<file path="src/pmrc_pkg.sv">
// Package with offsets, fields, reset values, timing and types of the power-mode/reset block
package pmrc_pkg;

  // ------------------------------------------------------------
  // Register byte offsets
  // ------------------------------------------------------------
  localparam logic [7:0] OFF_OSC_CTRL = 8'h00; // oscillator_control_reg
  localparam logic [7:0] OFF_RST_CTRL = 8'h04; // reset_control_reg
  localparam logic [7:0] OFF_MODE = 8'h08; // Current mode, read only
  localparam logic [7:0] OFF_IRQ_STAT = 8'h0c; // Sticky events, read only
  localparam logic [7:0] OFF_IRQ_EN = 8'h10; // Interrupt enables
  localparam logic [7:0] OFF_IRQ_CLR = 8'h14; // Write one to clear, write only

  // ------------------------------------------------------------
  // Field positions and reset values
  // ------------------------------------------------------------
  localparam int HALT_SEL_BIT = 7; // cpu_halt_select
  localparam int CSS_LSB = 0; // clock_source_select, bits 1:0
  localparam int POR_FLAG_BIT = 1; // Power-on flag, low after power-on
  localparam int CAUSE_LSB = 8; // Last reset cause, bits 11:8
  localparam logic [7:0] OSC_CTRL_RST = 8'h00;
  localparam logic [4:0] IRQ_RST = 5'h00;
  localparam int EV_SLEEP = 0; // Entered sleep
  localparam int EV_IDLE = 1; // Entered an idle mode
  localparam int EV_WAKE = 2; // Woke to run
  localparam int EV_CLKSW = 3; // Clock source switched
  localparam int EV_RESET = 4; // A reset was seen

  // ------------------------------------------------------------
  // Clock source codes
  // ------------------------------------------------------------
  localparam logic [1:0] CSS_PRIMARY = 2'h0;
  localparam logic [1:0] CSS_SECONDARY = 2'h1;
  localparam logic [1:0] CSS_INTERNAL = 2'h2; // Any 1x value maps here

  // ------------------------------------------------------------
  // Timing
  // ------------------------------------------------------------
  localparam int CLK_PERIOD_NS = 10;
  localparam int PIN_FILTER_NS = 200; // Shortest low level taken as a reset
  localparam int PIN_FILTER_CYC = (PIN_FILTER_NS + CLK_PERIOD_NS - 1) / CLK_PERIOD_NS;

  // ------------------------------------------------------------
  // Types
  // ------------------------------------------------------------
  typedef enum logic [1:0] {
    PMRC_RUN,
    PMRC_IDLE,
    PMRC_SLEEP
  } pmrc_mode_t;

  typedef enum logic [3:0] {
    CAUSE_POWER_ON,
    CAUSE_PIN_RUN,
    CAUSE_PIN_SLEEP,
    CAUSE_WATCHDOG,
    CAUSE_BROWN_OUT,
    CAUSE_RESET_INSTR,
    CAUSE_STACK_FULL,
    CAUSE_STACK_UNDER
  } pmrc_cause_t;

  // Clock gating bundle towards the clock tree
  typedef struct packed {
    logic cpuEn; // CPU clock running
    logic periphEn; // Peripheral clock running
    logic primaryEn; // Primary oscillator on
    logic secondaryEn; // Secondary timer oscillator on
    logic fastEn; // internal_fast_osc on
    logic postEn; // Its postscaler on
    logic slowEn; // internal_slow_osc on
    logic [1:0] src; // Source feeding the system clock
  } pmrc_clk_t;

  // Internal reset requests, one-cycle or level
  typedef struct packed {
    logic watchdog;
    logic brownOut;
    logic resetInstr;
    logic stackFull;
    logic stackUnder;
  } pmrc_rstreq_t;

endpackage

</file>
<file path="src/power_mode_reset_control.sv">
// Power-mode selection, clock source switching and reset-source control with APB registers
`timescale 1ns/1ns
// How it works
// - Halt-select bit decides idle or sleep when low-power
// - Select field picks primary, secondary or internal
// - Select change switches clock at once when running
// - Only sleep instruction enters idle or sleep
// - Halt-select zero: sleep, all clocks off
// - Halt-select one: CPU off, peripherals keep clock
// - Run modes clock CPU and peripherals
// - Halt-select sampled when sleep instruction executes
// - Internal block: fast oscillator, postscaler, slow RC
// - Record which of eight causes reset occurred
// - Filtered low reset pin resets device
// - Reset pin never driven low by device
// - Disabled reset pin acts as digital input
// - Power-on pulse initialises every register
// - Power-on clears flag; only a software write sets it
module power_mode_reset_control (
  input wire logic clk,
  input wire logic rst_n, // On-chip power-on reset pulse
  input wire logic psel,
  input wire logic penable,
  input wire logic pwrite,
  input wire logic [7:0] paddr,
  input wire logic [31:0] pwdata,
  output logic [31:0] prdata,
  output logic pready,
  output logic pslverr,
  input wire logic sleepExec, // Sleep instruction executes, one cycle
  input wire logic wakeEvent, // Wake-up request, one cycle
  input wire logic [2:0] srcRunning, // Primary, secondary, internal stable
  input wire pmrc_pkg::pmrc_rstreq_t rstReq, // Internally generated resets
  input wire logic externalResetPinIn, // external_reset_pin level
  input wire logic externalResetPinEnable, // Configuration bit
  output logic externalResetPinOut, // Pin output value
  output logic externalResetPinOe, // Pin output enable
  output logic pinDigitalIn, // Pin as a plain input
  output pmrc_pkg::pmrc_clk_t clkCtrl,
  output logic sysReset, // Device-wide reset
  output pmrc_pkg::pmrc_mode_t mode,
  output logic irq
);

  // ------------------------------------------------------------
  // State
  // ------------------------------------------------------------
  typedef struct packed {
    logic [7:0] oscCtrl; // Halt select and clock select
    logic porFlag; // Low after power-on
    pmrc_pkg::pmrc_cause_t cause; // Last reset cause
    pmrc_pkg::pmrc_mode_t mode; // Current power mode
    logic [1:0] activeSrc; // Source actually in use
    logic [7:0] lowCnt; // Pin low samples
    logic pinHeld; // Filtered pin reset
    logic inReset; // A reset is being applied
    logic [4:0] irqStat; // Sticky events
    logic [4:0] irqEn; // Enables
    logic [31:0] prdata;
    logic pready;
    logic pslverr;
    pmrc_pkg::pmrc_clk_t clk; // Registered clock controls
    logic pinDin;
    logic irq;
  } pmrc_state_t;

  pmrc_state_t state_r;
  pmrc_state_t state_nxt;

  // ------------------------------------------------------------
  // Helpers
  // ------------------------------------------------------------
  // Fold 1x onto the internal code
  function automatic logic [1:0] pmrc_decode_src(input logic [1:0] sel);
    pmrc_decode_src = sel[1] ? pmrc_pkg::CSS_INTERNAL : sel;
  endfunction

  // Whether a source code is currently stable
  function automatic logic pmrc_src_ok(input logic [1:0] src, input logic [2:0] run);
    pmrc_src_ok = run[src];
  endfunction

  logic apbSetup; // Setup phase seen
  logic apbWr; // Write takes effect this edge
  logic [1:0] wantSrc; // Decoded select field
  logic anyInt; // Any internal reset request
  logic newReset; // First cycle of a reset

  assign apbSetup = psel && !penable;
  assign apbWr = psel && penable && state_r.pready && pwrite;
  assign wantSrc = pmrc_decode_src(state_r.oscCtrl[pmrc_pkg::CSS_LSB +: 2]);
  assign anyInt = |rstReq;
  assign newReset = (state_r.pinHeld || anyInt) && !state_r.inReset;

  // ------------------------------------------------------------
  // Next state
  // ------------------------------------------------------------
  always_comb begin
    logic [4:0] ev;
    logic [4:0] clr;
    logic isMapped;
    ev = '0;
    clr = '0;
    isMapped = 1'b0;
    state_nxt = state_r;

    // APB register writes
    if (apbWr) begin
      unique case (paddr)
        pmrc_pkg::OFF_OSC_CTRL: begin
          // Only halt select and clock select are storable
          state_nxt.oscCtrl = '0;
          state_nxt.oscCtrl[pmrc_pkg::HALT_SEL_BIT] = pwdata[pmrc_pkg::HALT_SEL_BIT];
          state_nxt.oscCtrl[pmrc_pkg::CSS_LSB +: 2] = pwdata[pmrc_pkg::CSS_LSB +: 2];
        end
        pmrc_pkg::OFF_RST_CTRL: begin
          // Software may only set the flag, never clear it
          if (pwdata[pmrc_pkg::POR_FLAG_BIT]) begin
            state_nxt.porFlag = 1'b1;
          end
        end
        pmrc_pkg::OFF_IRQ_EN: begin
          state_nxt.irqEn = pwdata[4:0];
        end
        pmrc_pkg::OFF_IRQ_CLR: begin
          clr = pwdata[4:0];
        end
        default: begin
          // Read-only or unmapped: no effect
        end
      endcase
    end

    // Immediate switch, but never onto a source that is not yet stable
    if (state_r.mode != pmrc_pkg::PMRC_SLEEP && wantSrc != state_r.activeSrc
        && pmrc_src_ok(wantSrc, srcRunning)) begin
      state_nxt.activeSrc = wantSrc;
      ev[pmrc_pkg::EV_CLKSW] = 1'b1;
    end

    // Power mode sequencing
    unique case (state_r.mode)
      pmrc_pkg::PMRC_RUN: begin
        // Halt select is read at the instruction, not later
        if (sleepExec) begin
          if (state_r.oscCtrl[pmrc_pkg::HALT_SEL_BIT]) begin
            state_nxt.mode = pmrc_pkg::PMRC_IDLE;
            ev[pmrc_pkg::EV_IDLE] = 1'b1;
          end else begin
            state_nxt.mode = pmrc_pkg::PMRC_SLEEP;
            ev[pmrc_pkg::EV_SLEEP] = 1'b1;
          end
        end
      end
      pmrc_pkg::PMRC_IDLE, pmrc_pkg::PMRC_SLEEP: begin
        if (wakeEvent) begin
          state_nxt.mode = pmrc_pkg::PMRC_RUN;
          state_nxt.activeSrc = wantSrc;
          ev[pmrc_pkg::EV_WAKE] = 1'b1;
        end
      end
      default: begin
        state_nxt.mode = pmrc_pkg::PMRC_RUN;
      end
    endcase

    // Noise filter: a low shorter than the filter time never resets
    if (!externalResetPinIn && externalResetPinEnable) begin
      if (state_r.lowCnt < 8'(pmrc_pkg::PIN_FILTER_CYC)) begin
        state_nxt.lowCnt = state_r.lowCnt + 8'h01;
      end
    end else begin
      state_nxt.lowCnt = '0;
    end
    state_nxt.pinHeld = (state_nxt.lowCnt >= 8'(pmrc_pkg::PIN_FILTER_CYC));

    // Reset cause capture, first cause of a reset wins
    state_nxt.inReset = state_r.pinHeld || anyInt;
    if (newReset) begin
      ev[pmrc_pkg::EV_RESET] = 1'b1;
      // Device reset returns to full-power run with default selects
      state_nxt.mode = pmrc_pkg::PMRC_RUN;
      state_nxt.oscCtrl = pmrc_pkg::OSC_CTRL_RST;
      state_nxt.activeSrc = pmrc_pkg::CSS_PRIMARY;
      if (state_r.pinHeld) begin
        state_nxt.cause = (state_r.mode == pmrc_pkg::PMRC_SLEEP) ?
          pmrc_pkg::CAUSE_PIN_SLEEP : pmrc_pkg::CAUSE_PIN_RUN;
      end else if (rstReq.brownOut) begin
        state_nxt.cause = pmrc_pkg::CAUSE_BROWN_OUT;
      end else if (rstReq.watchdog) begin
        state_nxt.cause = pmrc_pkg::CAUSE_WATCHDOG;
      end else if (rstReq.stackFull) begin
        state_nxt.cause = pmrc_pkg::CAUSE_STACK_FULL;
      end else if (rstReq.stackUnder) begin
        state_nxt.cause = pmrc_pkg::CAUSE_STACK_UNDER;
      end else begin
        state_nxt.cause = pmrc_pkg::CAUSE_RESET_INSTR;
      end
      // The power-on flag is left alone by these resets
      state_nxt.porFlag = state_r.porFlag;
    end

    // Sticky events: a new event beats a clear in the same cycle
    state_nxt.irqStat = (state_r.irqStat & ~clr) | ev;
    state_nxt.irq = |(state_nxt.irqStat & state_nxt.irqEn);

    // Clock controls, from the next mode so they follow without extra lag
    state_nxt.clk = '0;
    state_nxt.clk.src = state_nxt.activeSrc;
    if (state_nxt.mode != pmrc_pkg::PMRC_SLEEP) begin
      // Idle stops only the CPU; run keeps both going
      state_nxt.clk.cpuEn = (state_nxt.mode == pmrc_pkg::PMRC_RUN);
      state_nxt.clk.periphEn = 1'b1;
      state_nxt.clk.primaryEn = (state_nxt.activeSrc == pmrc_pkg::CSS_PRIMARY);
      state_nxt.clk.secondaryEn = (state_nxt.activeSrc == pmrc_pkg::CSS_SECONDARY);
      state_nxt.clk.fastEn = (state_nxt.activeSrc == pmrc_pkg::CSS_INTERNAL);
      state_nxt.clk.postEn = (state_nxt.activeSrc == pmrc_pkg::CSS_INTERNAL);
      state_nxt.clk.slowEn = (state_nxt.activeSrc == pmrc_pkg::CSS_INTERNAL);
    end

    // Disabled reset function turns the pin into a plain input
    state_nxt.pinDin = externalResetPinEnable ? 1'b0 : externalResetPinIn;

    // APB answer: ready one cycle after setup
    state_nxt.pready = apbSetup;
    state_nxt.pslverr = 1'b0;
    if (apbSetup) begin
      state_nxt.prdata = '0;
      isMapped = 1'b1;
      unique case (paddr)
        pmrc_pkg::OFF_OSC_CTRL: begin
          state_nxt.prdata[7:0] = state_r.oscCtrl;
        end
        pmrc_pkg::OFF_RST_CTRL: begin
          state_nxt.prdata[pmrc_pkg::POR_FLAG_BIT] = state_r.porFlag;
          state_nxt.prdata[pmrc_pkg::CAUSE_LSB +: 4] = state_r.cause;
        end
        pmrc_pkg::OFF_MODE: begin
          state_nxt.prdata[1:0] = state_r.mode;
          state_nxt.prdata[5:4] = state_r.activeSrc;
        end
        pmrc_pkg::OFF_IRQ_STAT: begin
          state_nxt.prdata[4:0] = state_r.irqStat;
        end
        pmrc_pkg::OFF_IRQ_EN: begin
          state_nxt.prdata[4:0] = state_r.irqEn;
        end
        pmrc_pkg::OFF_IRQ_CLR: begin
          // Write only, reads as zero
        end
        default: begin
          isMapped = 1'b0;
        end
      endcase
      state_nxt.pslverr = !isMapped;
    end
  end

  // ------------------------------------------------------------
  // Registers
  // ------------------------------------------------------------
  always_ff @(posedge clk) begin
    if (!rst_n) begin
      // Power-on: every field to its initial value, flag low
      state_r <= '0;
      state_r.porFlag <= 1'b0;
      state_r.cause <= pmrc_pkg::CAUSE_POWER_ON;
      state_r.mode <= pmrc_pkg::PMRC_RUN;
      state_r.oscCtrl <= pmrc_pkg::OSC_CTRL_RST;
      state_r.irqStat <= pmrc_pkg::IRQ_RST;
      state_r.irqEn <= pmrc_pkg::IRQ_RST;
      state_r.clk.cpuEn <= 1'b1;
      state_r.clk.periphEn <= 1'b1;
      state_r.clk.primaryEn <= 1'b1;
    end else begin
      state_r <= state_nxt;
    end
  end

  // ------------------------------------------------------------
  // Outputs
  // ------------------------------------------------------------
  logic pinOut_r; // Always low value, never enabled
  logic pinOe_r;
  logic sysReset_r;

  // Pin is an input only; the device never pulls it
  always_ff @(posedge clk) begin
    pinOut_r <= 1'b0;
    pinOe_r <= 1'b0;
    sysReset_r <= !rst_n || state_r.pinHeld || anyInt;
  end

  assign externalResetPinOut = pinOut_r;
  assign externalResetPinOe = pinOe_r;
  assign sysReset = sysReset_r;
  assign prdata = state_r.prdata;
  assign pready = state_r.pready;
  assign pslverr = state_r.pslverr;
  assign clkCtrl = state_r.clk;
  assign mode = state_r.mode;
  assign irq = state_r.irq;
  assign pinDigitalIn = state_r.pinDin;
endmodule

</file>
<file path="config.mk">
export PLATFORM = sky130hd
export DESIGN_NAME = power_mode_reset_control
export DESIGN_NICKNAME = d
export VERILOG_FILES = /design/src/pmrc_pkg.sv /design/src/power_mode_reset_control.sv
export SDC_FILE = /design/constraint.sdc
export NUM_CORES = 1
export LEC_CHECK = 0
export ABC_AREA = 1
export ABC_CLOCK_PERIOD_IN_PS = 1440
export BUFFER_PORTS_ARGS = -buffer_cell sky130_fd_sc_hd__buf_2
export CORE_MARGIN = 4
export CORE_UTILIZATION = 44
export CTS_CLUSTER_DIAMETER = 120
export DETAILED_ROUTE_END_ITERATION = 6
export HOLD_SLACK_MARGIN = 0.08
export PLACE_DENSITY = 0.8
export SYNTH_ARGS = -nofsm -noshare
export SYNTH_HDL_FRONTEND = slang
export SYNTH_SLANG_ARGS = --single-unit
</file>
<file path="constraint.sdc">
create_clock -name clk -period 1.44 [get_ports clk]
set_input_delay 0.216 -clock clk [delete_from_list [all_inputs] [get_ports clk]]
set_output_delay 0.216 -clock clk [all_outputs]
set_load 0.05 [all_outputs]
</file>
# [Word level (Yosys, flattened, before mapping)]
# Index checks and enable logic that the tools add are counted.
[classes] multipliers=0 div=0 n_reduce_logical=30 addsub=1 n_bitwise=6 order_cmp=3 n_mux=40 n_eq_ne=12 shifts=0
[ops] op="two-way mux 2 bit" count=11
[ops] op="two-way mux 5 bit" count=4
[ops] op="equality test 8 x 4 -> 1 bit, second input constant" count=2
[ops] op="equality test 8 x 5 -> 1 bit, second input constant" count=2
[ops] op="two-way mux 8 bit" count=2
[ops] op="two-way mux 3 bit" count=4
[ops] op="AND 5 bit" count=2
[ops] op="two-way mux 1 bit" count=10
[ops] op="OR reduction 5 bit" count=2
[ops] op="adder 8 x 1 -> 8 bit, second input constant" count=1
[ops] op="equality test 8 x 3 -> 1 bit, second input constant" count=1
[ops] op="greater-or-equal comparator 8 x 5 -> 1 bit, second input constant" count=1
[ops] op="logical AND 1 bit" count=8
[ops] op="zero test 8 bit" count=1
[ops] op="less-than comparator 8 x 5 -> 1 bit, second input constant" count=1
[ops] op="two-way mux 4 bit" count=2
[ops] op="case mux 2 bit (2 select lines)" count=2
[ops] op="two-way mux 7 bit" count=1
[ops] op="zero test 2 bit" count=3
[ops] op="AND reduction 2 bit" count=3
[ops] op="OR reduction 2 bit" count=3
[ops] op="OR reduction 6 bit" count=1
[ops] op="zero test 1 bit" count=5
[ops] op="inverter 5 bit" count=1
[ops] op="13 further kinds" count=19
[word_totals] latchBits=0 in_bits=57 rom_bits=0 memories=0 ff_bits=53 wordCells=113 ram_bits=0

# [Depth between registers and ports, before layout]
[logic_depth] depth_word=10 mapped_depth=11 ltp_nobuf=11

# [Worst setup path before layout]
# OpenSTA, ideal clock, no wires.
[synth_timing] path_kind="register to register" from="register state_r, in the netlist pready" to="register state_r, in the netlist irq" t_arrival_ns=1.531 path_stages_with_launch=12 path_buffers=0 path_slack_ns=-0.219 path_cell_list="dfxtp_1 -> nand2_1 -> nor2_4 -> inv_2 -> nor2_1 -> nand2_1 -> nand2_1 -> nand2_1 -> nand2_1 -> nand2_1 -> nor2_1 -> nor2_1"
[synth_via] elab_chain_cells=8 word_cells_on_any_way=9 cone_classes="mux (2); bitwise (4); reduce/logical (3)"
[synth_lines] element="from (decl)" line="power_mode_reset_control.sv:67" source="pmrc_state_t state_r;"
[synth_lines] element="from (signal assigned)" line="power_mode_reset_control.sv:276" source="state_r <= state_nxt;"
[synth_lines] element="logical AND 1 bit * (2 in series)" line="power_mode_reset_control.sv:90" source="assign apbWr = psel && penable && state_r.pready && pwrite;"
[synth_lines] element="two-way mux 5 bit" line="power_mode_reset_control.sv:108" source="if (apbWr) begin"
[synth_lines] element="inverter 5 bit" line="power_mode_reset_control.sv:204" source="state_nxt.irqStat = (state_r.irqStat & ~clr) | ev;"
[synth_lines] element="AND 5 bit" line="power_mode_reset_control.sv:204"
[synth_lines] element="bitwise OR 5 bit" line="power_mode_reset_control.sv:204"
[synth_lines] element="AND 5 bit *" line="power_mode_reset_control.sv:205" source="state_nxt.irq = |(state_nxt.irqStat & state_nxt.irqEn);"
[synth_lines] element="OR reduction 5 bit *" line="power_mode_reset_control.sv:205"
# Mark *: on every way between the ends. The rest lies on a longest branch, timed or not.
# A chain may end at the register's enable or synchronous reset.

# [Worst setup path in the final report]
[layout_timing] from="register, netlist name mode[1]" to="register state_r, in the netlist clkCtrl[2]"
[layout_via] elab_chain_cells=8 word_cells_on_any_way=16 cone_classes="eq/ne (5); mux (6); reduce/logical (5)"
[layout_lines] element="!= test 2 bit" line="power_mode_reset_control.sv:135" source="if (state_r.mode != pmrc_pkg::PMRC_SLEEP && wantSrc != state_r.activeSrc"
[layout_lines] element="logical AND 1 bit" line="power_mode_reset_control.sv:135"
[layout_lines] element="logical AND 1 bit" line="power_mode_reset_control.sv:136" source="&& pmrc_src_ok(wantSrc, srcRunning)) begin"
[layout_lines] element="two-way mux 2 bit" line="power_mode_reset_control.sv:135"
[layout_lines] element="two-way mux 4 bit" line="power_mode_reset_control.sv:156" source="if (wakeEvent) begin"
[layout_lines] element="two-way mux 2 bit" line="power_mode_reset_control.sv:142" source="unique case (state_r.mode)"
[layout_lines] element="two-way mux 4 bit *" line="power_mode_reset_control.sv:179" source="if (newReset) begin"
[layout_lines] element="equality test 2 bit" line="power_mode_reset_control.sv:218" source="state_nxt.clk.slowEn = (state_nxt.activeSrc == pmrc_pkg::CSS_INTERNAL);"
# Marked as above.

==> flow_summary.toml <==
[yosys]
synthTopCellsByArea = "dfxtp_1 38%, buf_4 13%, nand2_1 11%"
yosysUniqueCellTypes = 35
yosys_warnings = 0
syn_area_um2 = 2680
synth_top_cell_by_area = "dfxtp_1"
seq_area_frac_synth_pct = 38.0
synth.avg_cell_area_um2 = 7.21
syn-instance-count = 372
synthDominantCellAreaShare_pct = 38.0
ys_ff_latch = 51

[finish]
nFillCells = 545
fin_area_um2 = 3310
finalNetCount = 505
fin_util_pct = 55.8
drive_gt1_share_pct = 34.8
syn2layout_area_growth_pct = 23.2
antennaDiodeCount = 0

[timing]
hold_ws_ns = 0.137
finalMaxSlewViolations = 0
skew_ns = 0.0109
setup_viol = 0
finalSetupTns_ns = 0
fin_crit_sh_pct = 99.7
grt_setup_unrepaired = "yes"
finalHoldViolCount = 0
fin_crit_ns = 1.44
timing.fmax_ghz = 0.697

[cts]
ctsLongestPathBuffers = 2
cts-root-buf = "clkbuf_8"
htreeDepth = 2
clock_sinks = 51
path_clk_slew_ns = 0.10
cts_tree = "done"
clk_latency_ns = 0.32
cts_buffers = 5

[global_routing]
antenna_found_initial = 0
grt_max_degree = 19
grtUsageTotal_pct = 17.0
grt_pass1_vias = 2246
grt_pass1_wl_um = 10100
grt_remaining_overflow = 0

[critical_path]
start_kind = "register"
r2r-end = "clkCtrl[2]$_SDFF_PN0_"
path_class = "reg -> reg"
endpoint_kind = "register"
cp_data_arrival_time_ns = 1.68
crit_fanout = 4
rr_worst_depth = 7
ff2ff_setup_slack_ns = 0.005
timing.rr.start = "mode[1]$_SDFF_PN0_"
required_ns = 1.68

[place]
placed_area_um2 = 3000
io_buffers = 56
gp_congestion = 0.867
hpwl_um = 4890

[pwr]
power_density_nw_per_um2 = 880
p_clk_share_pct = 30.2
swShare_pct = 32.9
intPower_mw = 1.95
sequentialPowerShare_pct = 50.5
total_leakage_power_nw = 1.62
vdd_drop_max_v = 0.000379
p_switching_uw = 957
combPwrFrac_pct = 19.2
power_mw = 2.91

[detailed_routing]
drc = 0
viasPerCell = 4.81
wl_per_cell_um = 12.5
first_iter_violations = 249
drtAntennaViolNets = 0
vias = 2501
drt-total-wl_um = 6520
drt-pass1-iter-count = 4

[hold_path]
worstHoldPathCells = 2
min_from = "rst_n"
hold_path.class = "in -> reg"
min_to = "clkCtrl[6]$_SDFF_PN1_"

[run]
maxCapViolCount = 0

[die]
fp-row-count = 28
pin_count = 107
die_x_um = 86.1
start_util_pct = 45.3
dieHeight_um = 86.1
fp.coreArea_um2 = 5920
die-area_um2 = 7410

[status]
outcome = "completed"
[power by group through the flow]
stage	Combinational, mW	Sequential (mW)	Clock, mW
4_1_cts	0.532	1.47	0.905
5_1_grt	0.598	1.48	0.957
2_1_floorplan	0.443	1.51	0
3_5_place_dp	0.522	1.50	0
6_report	0.560	1.47	0.880
3_3_place_gp	0.512	1.50	0
[per-stage QoR]
step	cells	setup WS [ns]
4_1_cts	513	-0.00195
3_5_place_dp	502	-0.137
6_report	520	0.00472
2_1_floorplan	395	-0.0214
5_1_grt	520	-0.0996
3_3_place_gp	502	-0.0759
[layout by cell type, fill, tap and decap left out, drive strengths merged, types with 2 or more instances in the layout]
| cell type | count |
|---|---|
| conb | 24 |
| o21ai | 18 |
| a211oi | 2 |
| dfxtp | 51 |
| nand4 | 4 |
| clkbuf | 5 |
| nor2 | 44 |
| nor3 | 10 |
| nor3b | 2 |
| inv | 43 |
| nand3 | 26 |
| buf | 91 |
| a21oi | 24 |
| ha | 4 |
| o211ai | 2 |
| nand2 | 84 |
[routing by layer]
layer  global-route usage [%]  wire [um]  vias up
met5                        0          0        -
met1                     21.2       2690     1138
met3                     3.65        466       11
met2                     29.0       3250       85
li1                         -          -     1267
met4                     5.90        110        0
[worst max-delay path by stage]
stage                  startpoint                     to  slack, ns  cells after the start
2_1_floorplan   pready$_SDFF_PN0_         irq$_SDFF_PN0_      -0.02                     11
3_3_place_gp   mode[0]$_SDFF_PN0_  clkCtrl[2]$_SDFF_PN0_      -0.08                     10
3_5_place_dp   mode[0]$_SDFF_PN0_  clkCtrl[2]$_SDFF_PN0_      -0.14                     10
4_1_cts        mode[1]$_SDFF_PN0_  clkCtrl[5]$_SDFF_PN0_     -0.002                      7
5_1_grt        mode[1]$_SDFF_PN0_  clkCtrl[5]$_SDFF_PN0_       -0.1                      7
6_report       mode[1]$_SDFF_PN0_  clkCtrl[2]$_SDFF_PN0_      0.005                      7
[repair_timing]
action	in CTS	in global routing
setup buffers	2	7
endpoints found under the setup margin	6	15
hold endpoints to repair	1	0
gates resized for setup	8	36
hold buffers	1	0
pin swaps	2	17
[state kept, by name, summed over array words and instances, names as in the netlist]
name          count
clkCtrl           7
irq               1
mode              2
pinDigitalIn      1
prdata           10
pready            1
pslverr           1
state_r          27
sysReset          1
[worst max-delay path: stages (launching register included)]
cell      delay (ns)
dfxtp_4         0.39
inv_2           0.05
ha_4            0.27
nand3_1         0.08
a21boi_4        0.15
nand4_1         0.15
nand2_2         0.09
nor3b_2         0.18
[synthesized netlist by cell type (all sizes together)]
cell,n
nand2,84
dfxtp,51
buf,47
nor2,44
inv,41
nand3,26
a21oi,24
o21ai,18
nor3,10
ha,4
nand4,4
clkbuf,3
a211oi,2
nor3b,2
o211ai,2
a21boi,1
a31oi,1
a41oi,1
conb,1
nand3b,1
nor4,1
o21a,1
o22ai,1
xnor2,1
xor2,1
[logic make-up (layout without fill, tap and decap cells)]
family	Yosys count	in the layout	synth area share, %
and+or+nand+nor	172	172	29.7
DFF	51	51	38.0
other	1	24	0.140
xor gates and xnor gates	2	2	0.653
AOI/OAI and AO/OA	51	51	10.6
adders and majority gates	4	4	1.86
buffers and inverters	91	141	19.1
[area by class of cell]
type	count	area, um^2	share of cell area, %
clock buffers	5	68.8	2.08
repair buffers	92	569	17.2
flip-flops and latches	51	1030	31.3
inverters	41	156	4.73
clock inverters	3	26.3	0.795
multi-input cells	253	1360	41.0
well taps	75	93.8	2.84
(Power assumes the default switching activity.)
